**src/verilog/tas_map.svh**
```systemverilog
// Purpose: named constants for the tag access sequencer
// Assumes: included by every design file that needs a number
// Notes: definitions only, no logic
`ifndef TAS_MAP_SVH
`define TAS_MAP_SVH
// longest antenna list a command may carry
`define TAS_ANT_MAX 4'h9
// width of one antenna list entry (port number 1..4)
`define TAS_ENT_W 3
// bits of the packed antenna list, nine entries
`define TAS_LIST_W 27
// width of the antenna list length field
`define TAS_LEN_W 4
// default clock cycles spent on one antenna before stepping on
`define TAS_DWELL 1000
// default depth of the tag result store
`define TAS_DEPTH 16
// default width of a tag identifier
`define TAS_ID_W 16
// width of the host period field, in clock cycles
`define TAS_PER_W 32
`endif

```
**src/verilog/tas_pkg.sv**
```systemverilog
// Purpose: shared types of the tag access sequencer
// Assumes: constants come from tas_map.svh
// Notes: mode codes are what the host places on cmd_mode_in
package tas_pkg;
  // access sequence chosen by the host with each command
  typedef enum logic [1:0] {
    TAS_SINGLE_ONCE = 2'b00,
    TAS_SINGLE_REP = 2'b01,
    TAS_MULTI_ONCE = 2'b10,
    TAS_MULTI_REP = 2'b11
  } tas_mode_e;
  // sequencer control states
  typedef enum logic [1:0] {
    TAS_ST_IDLE = 2'b00,
    TAS_ST_SEARCH = 2'b01,
    TAS_ST_SEND = 2'b10
  } tas_state_e;
endpackage : tas_pkg

```
**src/verilog/tas_ant_if.sv**
```systemverilog
// Purpose: link between sequencer and antenna stepper
// Assumes: both ends on clk_in
// Notes: list and len are held stable while run is high
`timescale 1ns/1ps
`include "tas_map.svh"
interface tas_ant_if;
  logic start; // pulse: go back to the first list entry
  logic run; // level: searching, dwell timer counts
  logic rep; // wrap to the first entry after the last
  logic [`TAS_LIST_W-1:0] list; // entry 0 in the low bits
  logic [`TAS_LEN_W-1:0] len; // entries in use
  logic [`TAS_ENT_W-1:0] port; // antenna port now selected
  modport seq (output start, run, rep, list, len, input port);
  modport step (input start, run, rep, list, len, output port);
endinterface : tas_ant_if

```
**src/verilog/tas_ant_step.sv**
```systemverilog
// Purpose: walks the antenna list one entry at a time
// Assumes: list latched by the sequencer at command start
// Notes: a once walk parks on the last entry
`timescale 1ns/1ps
`include "tas_map.svh"
module tas_ant_step
  import tas_pkg::*;
#(
  parameter int DWELL = `TAS_DWELL
)
(
  input wire logic clk_in,
  input wire logic rst_in,
  input wire logic ce_in,
  tas_ant_if.step ant
);
  logic [`TAS_LEN_W-1:0] pos_ff; // current list index
  logic [`TAS_LEN_W-1:0] nxt_pos;
  logic [31:0] dw_ff; // cycles spent on this antenna
  logic [31:0] nxt_dw;
  logic [`TAS_LEN_W-1:0] len_c; // length clamped to the legal range

  // next index: step after a full dwell, wrap only when repeating
  always_comb
  begin
    if (ant.len == '0)
      len_c = `TAS_LEN_W'(1);
    else if (ant.len > `TAS_ANT_MAX)
      len_c = `TAS_ANT_MAX;
    else
      len_c = ant.len;
    nxt_pos = pos_ff;
    nxt_dw = dw_ff;
    if (ant.start)
    begin
      nxt_pos = '0;
      nxt_dw = '0;
    end
    else if (ant.run)
    begin
      if (dw_ff == 32'(DWELL - 1))
      begin
        nxt_dw = '0;
        if (pos_ff + `TAS_LEN_W'(1) >= len_c)
          nxt_pos = ant.rep ? '0 : pos_ff;
        else
          nxt_pos = pos_ff + `TAS_LEN_W'(1);
      end
      else
        nxt_dw = dw_ff + 32'h1;
    end
  end

  // register the walk; frozen while the clock enable is low
  always_ff @(posedge clk_in)
  begin
    if (rst_in)
    begin
      pos_ff <= '0;
      dw_ff <= '0;
    end
    else if (ce_in)
    begin
      pos_ff <= nxt_pos;
      dw_ff <= nxt_dw;
    end
  end

  // entries are taken strictly in list order
  assign ant.port = ant.list[pos_ff * `TAS_ENT_W +: `TAS_ENT_W];
endmodule : tas_ant_step

```
**src/verilog/tas_sequencer.sv**
```systemverilog
// Purpose: runs one tag access command in one of four sequences
// Assumes: all inputs come from logic on clk_in
// Notes: results leave as one beat per tag, one beat when empty
// Operation
// - host picks one of four access sequences
// - single once: first tag ends, one response
// - single once, period: timeout gives zero count
// - single once, no period: search until tag/stop
// - single repeat: report tag, restart until stop
// - single repeat: first DEPTH unread tags reported immediately
// - multi once: collect over period, one response
// - multi once: empty period still answers no tag
// - multi repeat: answer each period, then restart
// - multi repeat: empty period answers no tag
// - antenna list holds at most nine entries
// - antennas searched one by one, list order
`timescale 1ns/1ps
`include "tas_map.svh"
module tas_sequencer
  import tas_pkg::*;
#(
  parameter int ID_W = `TAS_ID_W,
  parameter int DEPTH = `TAS_DEPTH,
  parameter int DWELL = `TAS_DWELL,
  localparam int CW = $clog2(DEPTH) + 1
)
(
  input wire logic clk_in,
  input wire logic rst_in,
  input wire logic ce_in,
  input wire logic cmd_valid_in,
  input wire logic [1:0] cmd_mode_in,
  input wire logic cmd_per_en_in,
  input wire logic [`TAS_PER_W-1:0] cmd_period_in,
  input wire logic term_in,
  input wire logic [`TAS_LIST_W-1:0] ant_list_in,
  input wire logic [`TAS_LEN_W-1:0] ant_len_in,
  input wire logic tag_det_in,
  input wire logic [ID_W-1:0] tag_id_in,
  output logic busy_out,
  output logic search_out,
  output logic [`TAS_ENT_W-1:0] ant_port_out,
  output logic resp_valid_out,
  output logic resp_first_out,
  output logic resp_last_out,
  output logic resp_empty_out,
  output logic [CW-1:0] resp_count_out,
  output logic [ID_W-1:0] resp_id_out
);
  tas_ant_if ant (); // link to the antenna stepper

  // control state
  tas_state_e st_ff, nxt_st;
  tas_mode_e mode_ff, nxt_mode;
  logic per_en_ff, nxt_per_en; // a period was given
  logic [`TAS_PER_W-1:0] per_ff, nxt_per;
  logic [`TAS_PER_W-1:0] tmr_ff, nxt_tmr; // cycles into the period
  logic term_ff, nxt_term; // termination seen while busy
  logic [`TAS_LIST_W-1:0] list_ff, nxt_list;
  logic [`TAS_LEN_W-1:0] len_ff, nxt_len;
  logic [CW-1:0] cnt_ff, nxt_cnt; // results held in the store
  logic [CW-1:0] idx_ff, nxt_idx; // beat being sent
  logic [CW-1:0] lo_ff, nxt_lo; // first index of this response
  logic [CW-1:0] hi_ff, nxt_hi; // last index of this response
  logic emp_ff, nxt_emp; // response carries no tag
  // registered response beat
  logic rv_ff, nxt_rv;
  logic rf_ff, nxt_rf;
  logic rl_ff, nxt_rl;
  logic re_ff, nxt_re;
  logic [CW-1:0] rc_ff, nxt_rc;
  logic [ID_W-1:0] rid_ff, nxt_rid;
  // result store
  logic [ID_W-1:0] mem_ff [DEPTH];
  logic we; // write tag_id_in at cnt_ff
  logic expire; // period ends this cycle
  logic fresh; // detected tag not yet in the store

  // true when id already sits in the first cnt_ff store slots
  function automatic logic seen_f(input logic [ID_W-1:0] id);
    logic hit;
    hit = 1'b0;
    for (int i = 0; i < DEPTH; i++)
      if (i < int'(cnt_ff) && mem_ff[i] == id)
        hit = 1'b1;
    return hit;
  endfunction : seen_f

  // period expiry; only meaningful when a period was given
  assign expire = per_en_ff && (tmr_ff + `TAS_PER_W'(1) >= per_ff);
  // duplicates are dropped so the store only fills with new tags
  assign fresh = tag_det_in && !seen_f(tag_id_in)
    && (int'(cnt_ff) < DEPTH);

  // sequencer next state
  always_comb
  begin
    nxt_st = st_ff;
    nxt_mode = mode_ff;
    nxt_per_en = per_en_ff;
    nxt_per = per_ff;
    nxt_tmr = tmr_ff;
    nxt_term = term_ff || (term_in && st_ff != TAS_ST_IDLE);
    nxt_list = list_ff;
    nxt_len = len_ff;
    nxt_cnt = cnt_ff;
    nxt_idx = idx_ff;
    nxt_lo = lo_ff;
    nxt_hi = hi_ff;
    nxt_emp = emp_ff;
    nxt_rv = 1'b0;
    nxt_rf = 1'b0;
    nxt_rl = 1'b0;
    nxt_re = re_ff;
    nxt_rc = rc_ff;
    nxt_rid = rid_ff;
    we = 1'b0;
    ant.start = 1'b0;
    case (st_ff)
      TAS_ST_IDLE:
      begin
        // a new command latches mode, period and antenna list
        if (cmd_valid_in)
        begin
          nxt_mode = tas_mode_e'(cmd_mode_in);
          nxt_per_en = cmd_per_en_in;
          nxt_per = cmd_period_in;
          nxt_list = ant_list_in;
          nxt_len = ant_len_in;
          nxt_tmr = '0;
          nxt_cnt = '0;
          nxt_term = 1'b0;
          ant.start = 1'b1;
          nxt_st = TAS_ST_SEARCH;
        end
      end
      TAS_ST_SEARCH:
      begin
        nxt_tmr = tmr_ff + `TAS_PER_W'(1);
        if (nxt_term)
          nxt_st = TAS_ST_IDLE;
        else
        begin
          if (fresh)
          begin
            we = 1'b1;
            nxt_cnt = cnt_ff + CW'(1);
            // single modes answer at once with the one new tag
            if (mode_ff == TAS_SINGLE_ONCE || mode_ff == TAS_SINGLE_REP)
            begin
              nxt_lo = cnt_ff;
              nxt_hi = cnt_ff;
              nxt_idx = cnt_ff;
              nxt_emp = 1'b0;
              nxt_st = TAS_ST_SEND;
            end
          end
          // period end: single once only if no tag won this cycle
          if (expire && (mode_ff == TAS_MULTI_ONCE
              || mode_ff == TAS_MULTI_REP
              || (mode_ff == TAS_SINGLE_ONCE && !fresh)))
          begin
            nxt_lo = '0;
            nxt_idx = '0;
            nxt_hi = nxt_cnt - CW'(1);
            nxt_emp = (nxt_cnt == '0);
            nxt_st = TAS_ST_SEND;
          end
        end
      end
      TAS_ST_SEND:
      begin
        // one beat per stored result, or one empty beat
        nxt_rv = 1'b1;
        nxt_rid = emp_ff ? '0 : mem_ff[idx_ff[CW-2:0]];
        nxt_rc = emp_ff ? '0 : hi_ff - lo_ff + CW'(1);
        nxt_re = emp_ff;
        nxt_rf = (idx_ff == lo_ff);
        nxt_rl = emp_ff || (idx_ff == hi_ff);
        nxt_idx = idx_ff + CW'(1);
        if (nxt_rl)
        begin
          nxt_tmr = '0;
          if (nxt_term || mode_ff == TAS_SINGLE_ONCE
              || mode_ff == TAS_MULTI_ONCE)
            nxt_st = TAS_ST_IDLE;
          else if (mode_ff == TAS_MULTI_REP)
          begin
            nxt_cnt = '0;
            nxt_st = TAS_ST_SEARCH;
          end
          else
            nxt_st = TAS_ST_SEARCH;
        end
      end
      default:
        nxt_st = TAS_ST_IDLE;
    endcase
  end

  // sequencer registers; everything holds while ce_in is low
  always_ff @(posedge clk_in)
  begin
    if (rst_in)
    begin
      st_ff <= TAS_ST_IDLE;
      mode_ff <= TAS_SINGLE_ONCE;
      per_en_ff <= 1'b0;
      per_ff <= '0;
      tmr_ff <= '0;
      term_ff <= 1'b0;
      list_ff <= '0;
      len_ff <= '0;
      cnt_ff <= '0;
      idx_ff <= '0;
      lo_ff <= '0;
      hi_ff <= '0;
      emp_ff <= 1'b0;
      rv_ff <= 1'b0;
      rf_ff <= 1'b0;
      rl_ff <= 1'b0;
      re_ff <= 1'b0;
      rc_ff <= '0;
      rid_ff <= '0;
    end
    else if (ce_in)
    begin
      st_ff <= nxt_st;
      mode_ff <= nxt_mode;
      per_en_ff <= nxt_per_en;
      per_ff <= nxt_per;
      tmr_ff <= nxt_tmr;
      term_ff <= nxt_term;
      list_ff <= nxt_list;
      len_ff <= nxt_len;
      cnt_ff <= nxt_cnt;
      idx_ff <= nxt_idx;
      lo_ff <= nxt_lo;
      hi_ff <= nxt_hi;
      emp_ff <= nxt_emp;
      rv_ff <= nxt_rv;
      rf_ff <= nxt_rf;
      rl_ff <= nxt_rl;
      re_ff <= nxt_re;
      rc_ff <= nxt_rc;
      rid_ff <= nxt_rid;
    end
  end

  // result store write; no reset needed, cnt_ff guards reads
  always_ff @(posedge clk_in)
  begin
    if (ce_in && we)
      mem_ff[cnt_ff[CW-2:0]] <= tag_id_in;
  end

  // antenna walk runs only while searching
  assign ant.run = (st_ff == TAS_ST_SEARCH);
  assign ant.rep = (mode_ff == TAS_SINGLE_REP || mode_ff == TAS_MULTI_REP);
  assign ant.list = list_ff;
  assign ant.len = len_ff;

  tas_ant_step #(
    .DWELL(DWELL)
  ) u_step (
    .clk_in(clk_in),
    .rst_in(rst_in),
    .ce_in(ce_in),
    .ant(ant)
  );

  // outputs
  assign busy_out = (st_ff != TAS_ST_IDLE);
  assign search_out = (st_ff == TAS_ST_SEARCH);
  assign ant_port_out = ant.port;
  assign resp_valid_out = rv_ff;
  assign resp_first_out = rf_ff;
  assign resp_last_out = rl_ff;
  assign resp_empty_out = re_ff;
  assign resp_count_out = rc_ff;
  assign resp_id_out = rid_ff;
endmodule : tas_sequencer
```
**config.mk**
```make
export PLATFORM = sky130hd
export DESIGN_NAME = tas_sequencer
export DESIGN_NICKNAME = d
export VERILOG_FILES = /design/src/verilog/tas_pkg.sv /design/src/verilog/tas_ant_if.sv /design/src/verilog/tas_ant_step.sv /design/src/verilog/tas_sequencer.sv
export VERILOG_INCLUDE_DIRS = /design/src /design/src/verilog
export SDC_FILE = /design/constraint.sdc
export NUM_CORES = 1
export LEC_CHECK = 0
export BUFFER_PORTS_ARGS = -buffer_cell sky130_fd_sc_hd__buf_2
export CAP_MARGIN = 20
export CORE_AREA = 4 4 244 246
export CTS_BUF_LIST = sky130_fd_sc_hd__clkbuf_8
export CTS_CLUSTER_DIAMETER = 100
export DETAILED_ROUTE_END_ITERATION = 8
export DIE_AREA = 0 0 248 250
export GPL_TIMING_DRIVEN = 0
export PLACE_DENSITY_LB_ADDON = 0.05
export SYNTH_ARGS = -nofsm -noshare
export SYNTH_HDL_FRONTEND = slang
export SYNTH_HIERARCHICAL = 1
export SYNTH_SLANG_ARGS = --single-unit
```
**constraint.sdc**
```tcl
create_clock -name clk_in -period 4.98 [get_ports clk_in]
set_clock_uncertainty 0.2 [all_clocks]
set_input_delay 0 -clock clk_in [delete_from_list [all_inputs] [get_ports clk_in]]
set_output_delay 0 -clock clk_in [all_outputs]
set_load 0.02 [all_outputs]
```
==> flow_summary_export.csv <==
group,metric,value,unit
timing,finalHoldViolCount,0,
hold_path,hold_depth,2,
critical_path,end_kind,"flip-flop",
timing,timing.hold.ws,88.6,ps
layout,num-fill-cells,5248,
critical_path,rr_worst_depth,19,
timing,period_needed,4720,ps
synth,ys_seq_area_share,50.4,%
synth,yosysUniqueCellTypes,85,
layout,regArea,11400,um2
synth,synth_fp_nets,2159,
global_routing,grt_pass1_vias,17600,
critical_path,ff2ff_setup_slack,260,ps
timing,tns,0,ps
synth,ys_warn_count,6,
synth,syn_area,22700,um2
critical_path,timing.rr.end,"hi_ff[3]$_SDFFE_PP0P_",
layout,nets,2553,
synth,synthXorXnorAreaFrac,12.5,%
placement,io_buffers,117,
critical_path,critPathMaxStageDelay,570,ps
routing,vias,17200,
timing,finalCritPeriodShare,94.7,%
synth,synth-edff-count,256,
critical_path,slowest_stage,"or4_4",
critical_path,r2r_start,"tmr_ff[15]$_SDFFE_PP0P_",
critical_path,arrival,5090,ps
timing,max-slew-margin-rel,24.8,%
floorplan,die_x,248,um
synth,synthAdderAreaFrac,2.96,%
global_routing,overflow,0,
floorplan,fp.coreArea,57400,um2
synth,synthSimpleGateAreaFrac,12.9,%
global_routing,grt_max_degree,18,
timing,finalSetupViolations,0,
critical_path,worstPathMaxFanout,9,
critical_path,cp_num_buf_inv,3,
timing,fmax,212,MHz
clocking,clockRootBuffer,"clkbuf_8",
critical_path,path_cells,"buf_2 -> and4_2 -> nand4_1 -> or2_2 -> or2_2 -> buf_2 -> nor2_2 -> and3_1 -> xor2_1 -> ha_1 -> nand4_1 -> or4_4 -> nor3_4 -> a21oi_4 -> buf_12 -> nor4_1 -> mux2i_1 -> xor2_1 -> a211oi_1",
routing,ant_nets,0,
synth,synth_top_family_by_area,"simple AND/OR/NAND/NOR gates",
synth,synth_mux_area_share,8.06,%
synth,synth_compound_area_share,8.78,%
synth,ys.flop_type,"edfxtp_1",
global_routing,grt_pass1_wl,112,mm
power,pwr_density_cell,296,nW/um2
synth,synth-seq-cells,443,
layout,drive_gt1_share,17.4,%
clocking,clkLatencyLatePin,680,ps
layout,layout_commonest_cell,"edfxtp_1",
floorplan,ios,118,
clocking,htreeDepth,3,
floorplan,fp.dieH,250,um
routing,drc_errors,0,
floorplan,dieArea,62000,um2
timing,rsz0062_at_grt,"false",
clocking,cts_num_sinks,443,
placement,place_congestion,0.885,
power,ir_worst_vdd,180,uV
status,status,"finished, final reports clean",
synth,syn_avg_cell_area,11.2,um2
hold_path,holdPathEnd,"mem_ff[5][4]$_DFFE_PP_",
clocking,clk_transition_reported_paths,60,ps
routing,viasPerCell,5.29,
power,p_leak,10.0,nW
timing,slew_violations,0,
layout,layout_common_cells,"edfxtp_1 (256), nand2_1 (198), xor2_1 (193), dfxtp_1 (187), dlygate4sd3_1 (176)",
global_routing,track_usage,24.1,%
routing,wl_per_cell,23.3,um
critical_path,required,5350,ps
clocking,numCtsBuffers,81,
critical_path,critPathLaunchType,"flip-flop",
routing,drt_iter0_drc,1383,
synth,synthCells,2018,
clocking,cts_tree,"yes",
floorplan,initial_core_util,39.6,%
layout,area_delta_synth_final,23.6,%
hold_path,min_path_type,"in -> reg",
layout,multi_input_area,10400,um2
critical_path,path_delay_family,"simple AND/OR/NAND/NOR gates",
synth,async_reset_ff_share,0,%
hold_path,min_from,"tag_id_in[4]",
run,maxCapViolations,0,
placement,dp_hpwl,55.6,mm
clocking,clockBufferDepth,3,
floorplan,fp-row-count,88,
global_routing,antenna_found_initial,2,
timing,tightest_slew,1130,ps
routing,dr.pass1.iters,8,
layout,utilization,48.9,%
critical_path,path_class,"reg -> reg",
routing,totalWireLength,75.5,mm
## metal layers
metal / wire length, um / share of wire (%) / up-vias / track usage (%)
li1: - / - / 8078 / -
met5: 13 / 0.017 / - / 0
met3: 3580 / 4.7 / 130 / 3.63
met4: 2610 / 3.5 / 2 / 8.80
met2: 37400 / 49 / 475 / 41.5
met1: 31900 / 42 / 8466 / 30.6
## per-stage QoR
step | total power, mW | instances | area (um2) | setup WS [ps]
finish | 8.31 | 3243 | 28100 | 263
global route | 8.65 | 3243 | 28100 | 43.0
CTS | 8.40 | 3241 | 28000 | 60.9
detailed placement | 4.73 | 2917 | 24600 | -183
global placement | 4.73 | 2900 | 24200 | -942
floorplan | 4.44 | 2018 | 22700 | 747
## synth_stat cells, types with 3 or more instances
| master | instances | share of area [%] |
|---|---|---|
| a211o_1 | 3 | 0.12 |
| a211oi_1 | 26 | 0.86 |
| a21o_1 | 13 | 0.43 |
| a21oi_1 | 147 | 3.2 |
| a22oi_1 | 31 | 1.0 |
| a31oi_1 | 8 | 0.22 |
| and2_1 | 6 | 0.17 |
| and3_1 | 11 | 0.30 |
| and4_1 | 6 | 0.23 |
| buf_1 | 3 | 0.050 |
| buf_2 | 21 | 0.46 |
| buf_6 | 32 | 1.6 |
| clkbuf_1 | 69 | 1.1 |
| dfxtp_1 | 187 | 16 |
| edfxtp_1 | 256 | 34 |
| ha_1 | 52 | 2.9 |
| inv_1 | 60 | 0.99 |
| mux2i_1 | 24 | 1.1 |
| mux4_2 | 70 | 6.9 |
| nand2_1 | 198 | 3.3 |
| nand2b_1 | 11 | 0.30 |
| nand3_1 | 48 | 1.1 |
| nand4_1 | 43 | 1.2 |
| nor2_1 | 145 | 2.4 |
| nor2_2 | 3 | 0.083 |
| nor2b_1 | 22 | 0.61 |
| nor3_1 | 23 | 0.51 |
| nor3b_1 | 3 | 0.099 |
| nor4_1 | 48 | 1.3 |
| nor4_2 | 4 | 0.22 |
| o21a_1 | 7 | 0.23 |
| o21ai_0 | 38 | 0.84 |
| o21ai_1 | 3 | 0.066 |
| o22ai_1 | 6 | 0.17 |
| or2_2 | 6 | 0.17 |
| or3_1 | 7 | 0.19 |
| or4_1 | 4 | 0.13 |
| xnor2_1 | 124 | 4.8 |
| xnor2_2 | 3 | 0.22 |
| xor2_1 | 193 | 7.4 |
## power by group
group          total, mW  switching, mW  leakage [nW]  internal (mW)
Combinational      0.837          0.492          5.25          0.346
Clock               3.54           1.62         0.929           1.92
Sequential          3.94         0.0280          3.81           3.91
## cells by family (layout without fill, tap and decap cells)
logic type / count (synthesis) / after routing
compound gates: 316 / 316
xor+xnor: 320 / 320
fa+ha+maj: 53 / 53
buf+inv: 189 / 648
flops: 443 / 443
mux: 95 / 95
other cells: 0 / 1
simple gates: 602 / 602
## worst max path at each step
| stage | startpoint | end | depth (start not counted) |
|---|---|---|---|
| final | tmr_ff[15]$_SDFFE_PP0P_ | hi_ff[3]$_SDFFE_PP0P_ | 19 |
| after global routing | tmr_ff[6]$_SDFFE_PP0P_ | flip-flop | 18 |
| after CTS | tmr_ff[2]$_SDFFE_PP0P_ | flip-flop | 18 |
| after detailed placement | tmr_ff[0]$_SDFFE_PP0P_ | flip-flop | 18 |
| after global placement | tag_id_in[1] | mem_ff[2][5]$_DFFE_PP_ | 12 |
| after floorplan | tmr_ff[15]$_SDFFE_PP0P_ | emp_ff$_SDFFE_PP0P_ | 19 |
## registers in the layout, summed over array words and instances (netlist names), 16 cells and up, named ones only
name          count
mem_ff          256
ant.list         27
resp_id_out      16
tmr_ff           32
per_ff           32
u_step/dw_ff     32
## timing repair
action,4_1_cts,5_1_grt
setup buffers,0,1
hold buffers,176,0
gates cloned,0,0
hold endpoints to repair,381,0
resized for setup,3,10
endpoints found under the setup margin,10,14
## cell type report
class                      instances  area share (%)
clock buffer                      93            4.56
timing repair buffer             311            9.50
tap                              765            3.41
buffer                           129            2.80
antenna                            1         0.00892
inverter                          60           0.803
multi-input combinational       1386            36.9
sequential                       443            40.7
clock inverter                    55            1.24
No activity file was read; power rests on OpenSTA's default activity.
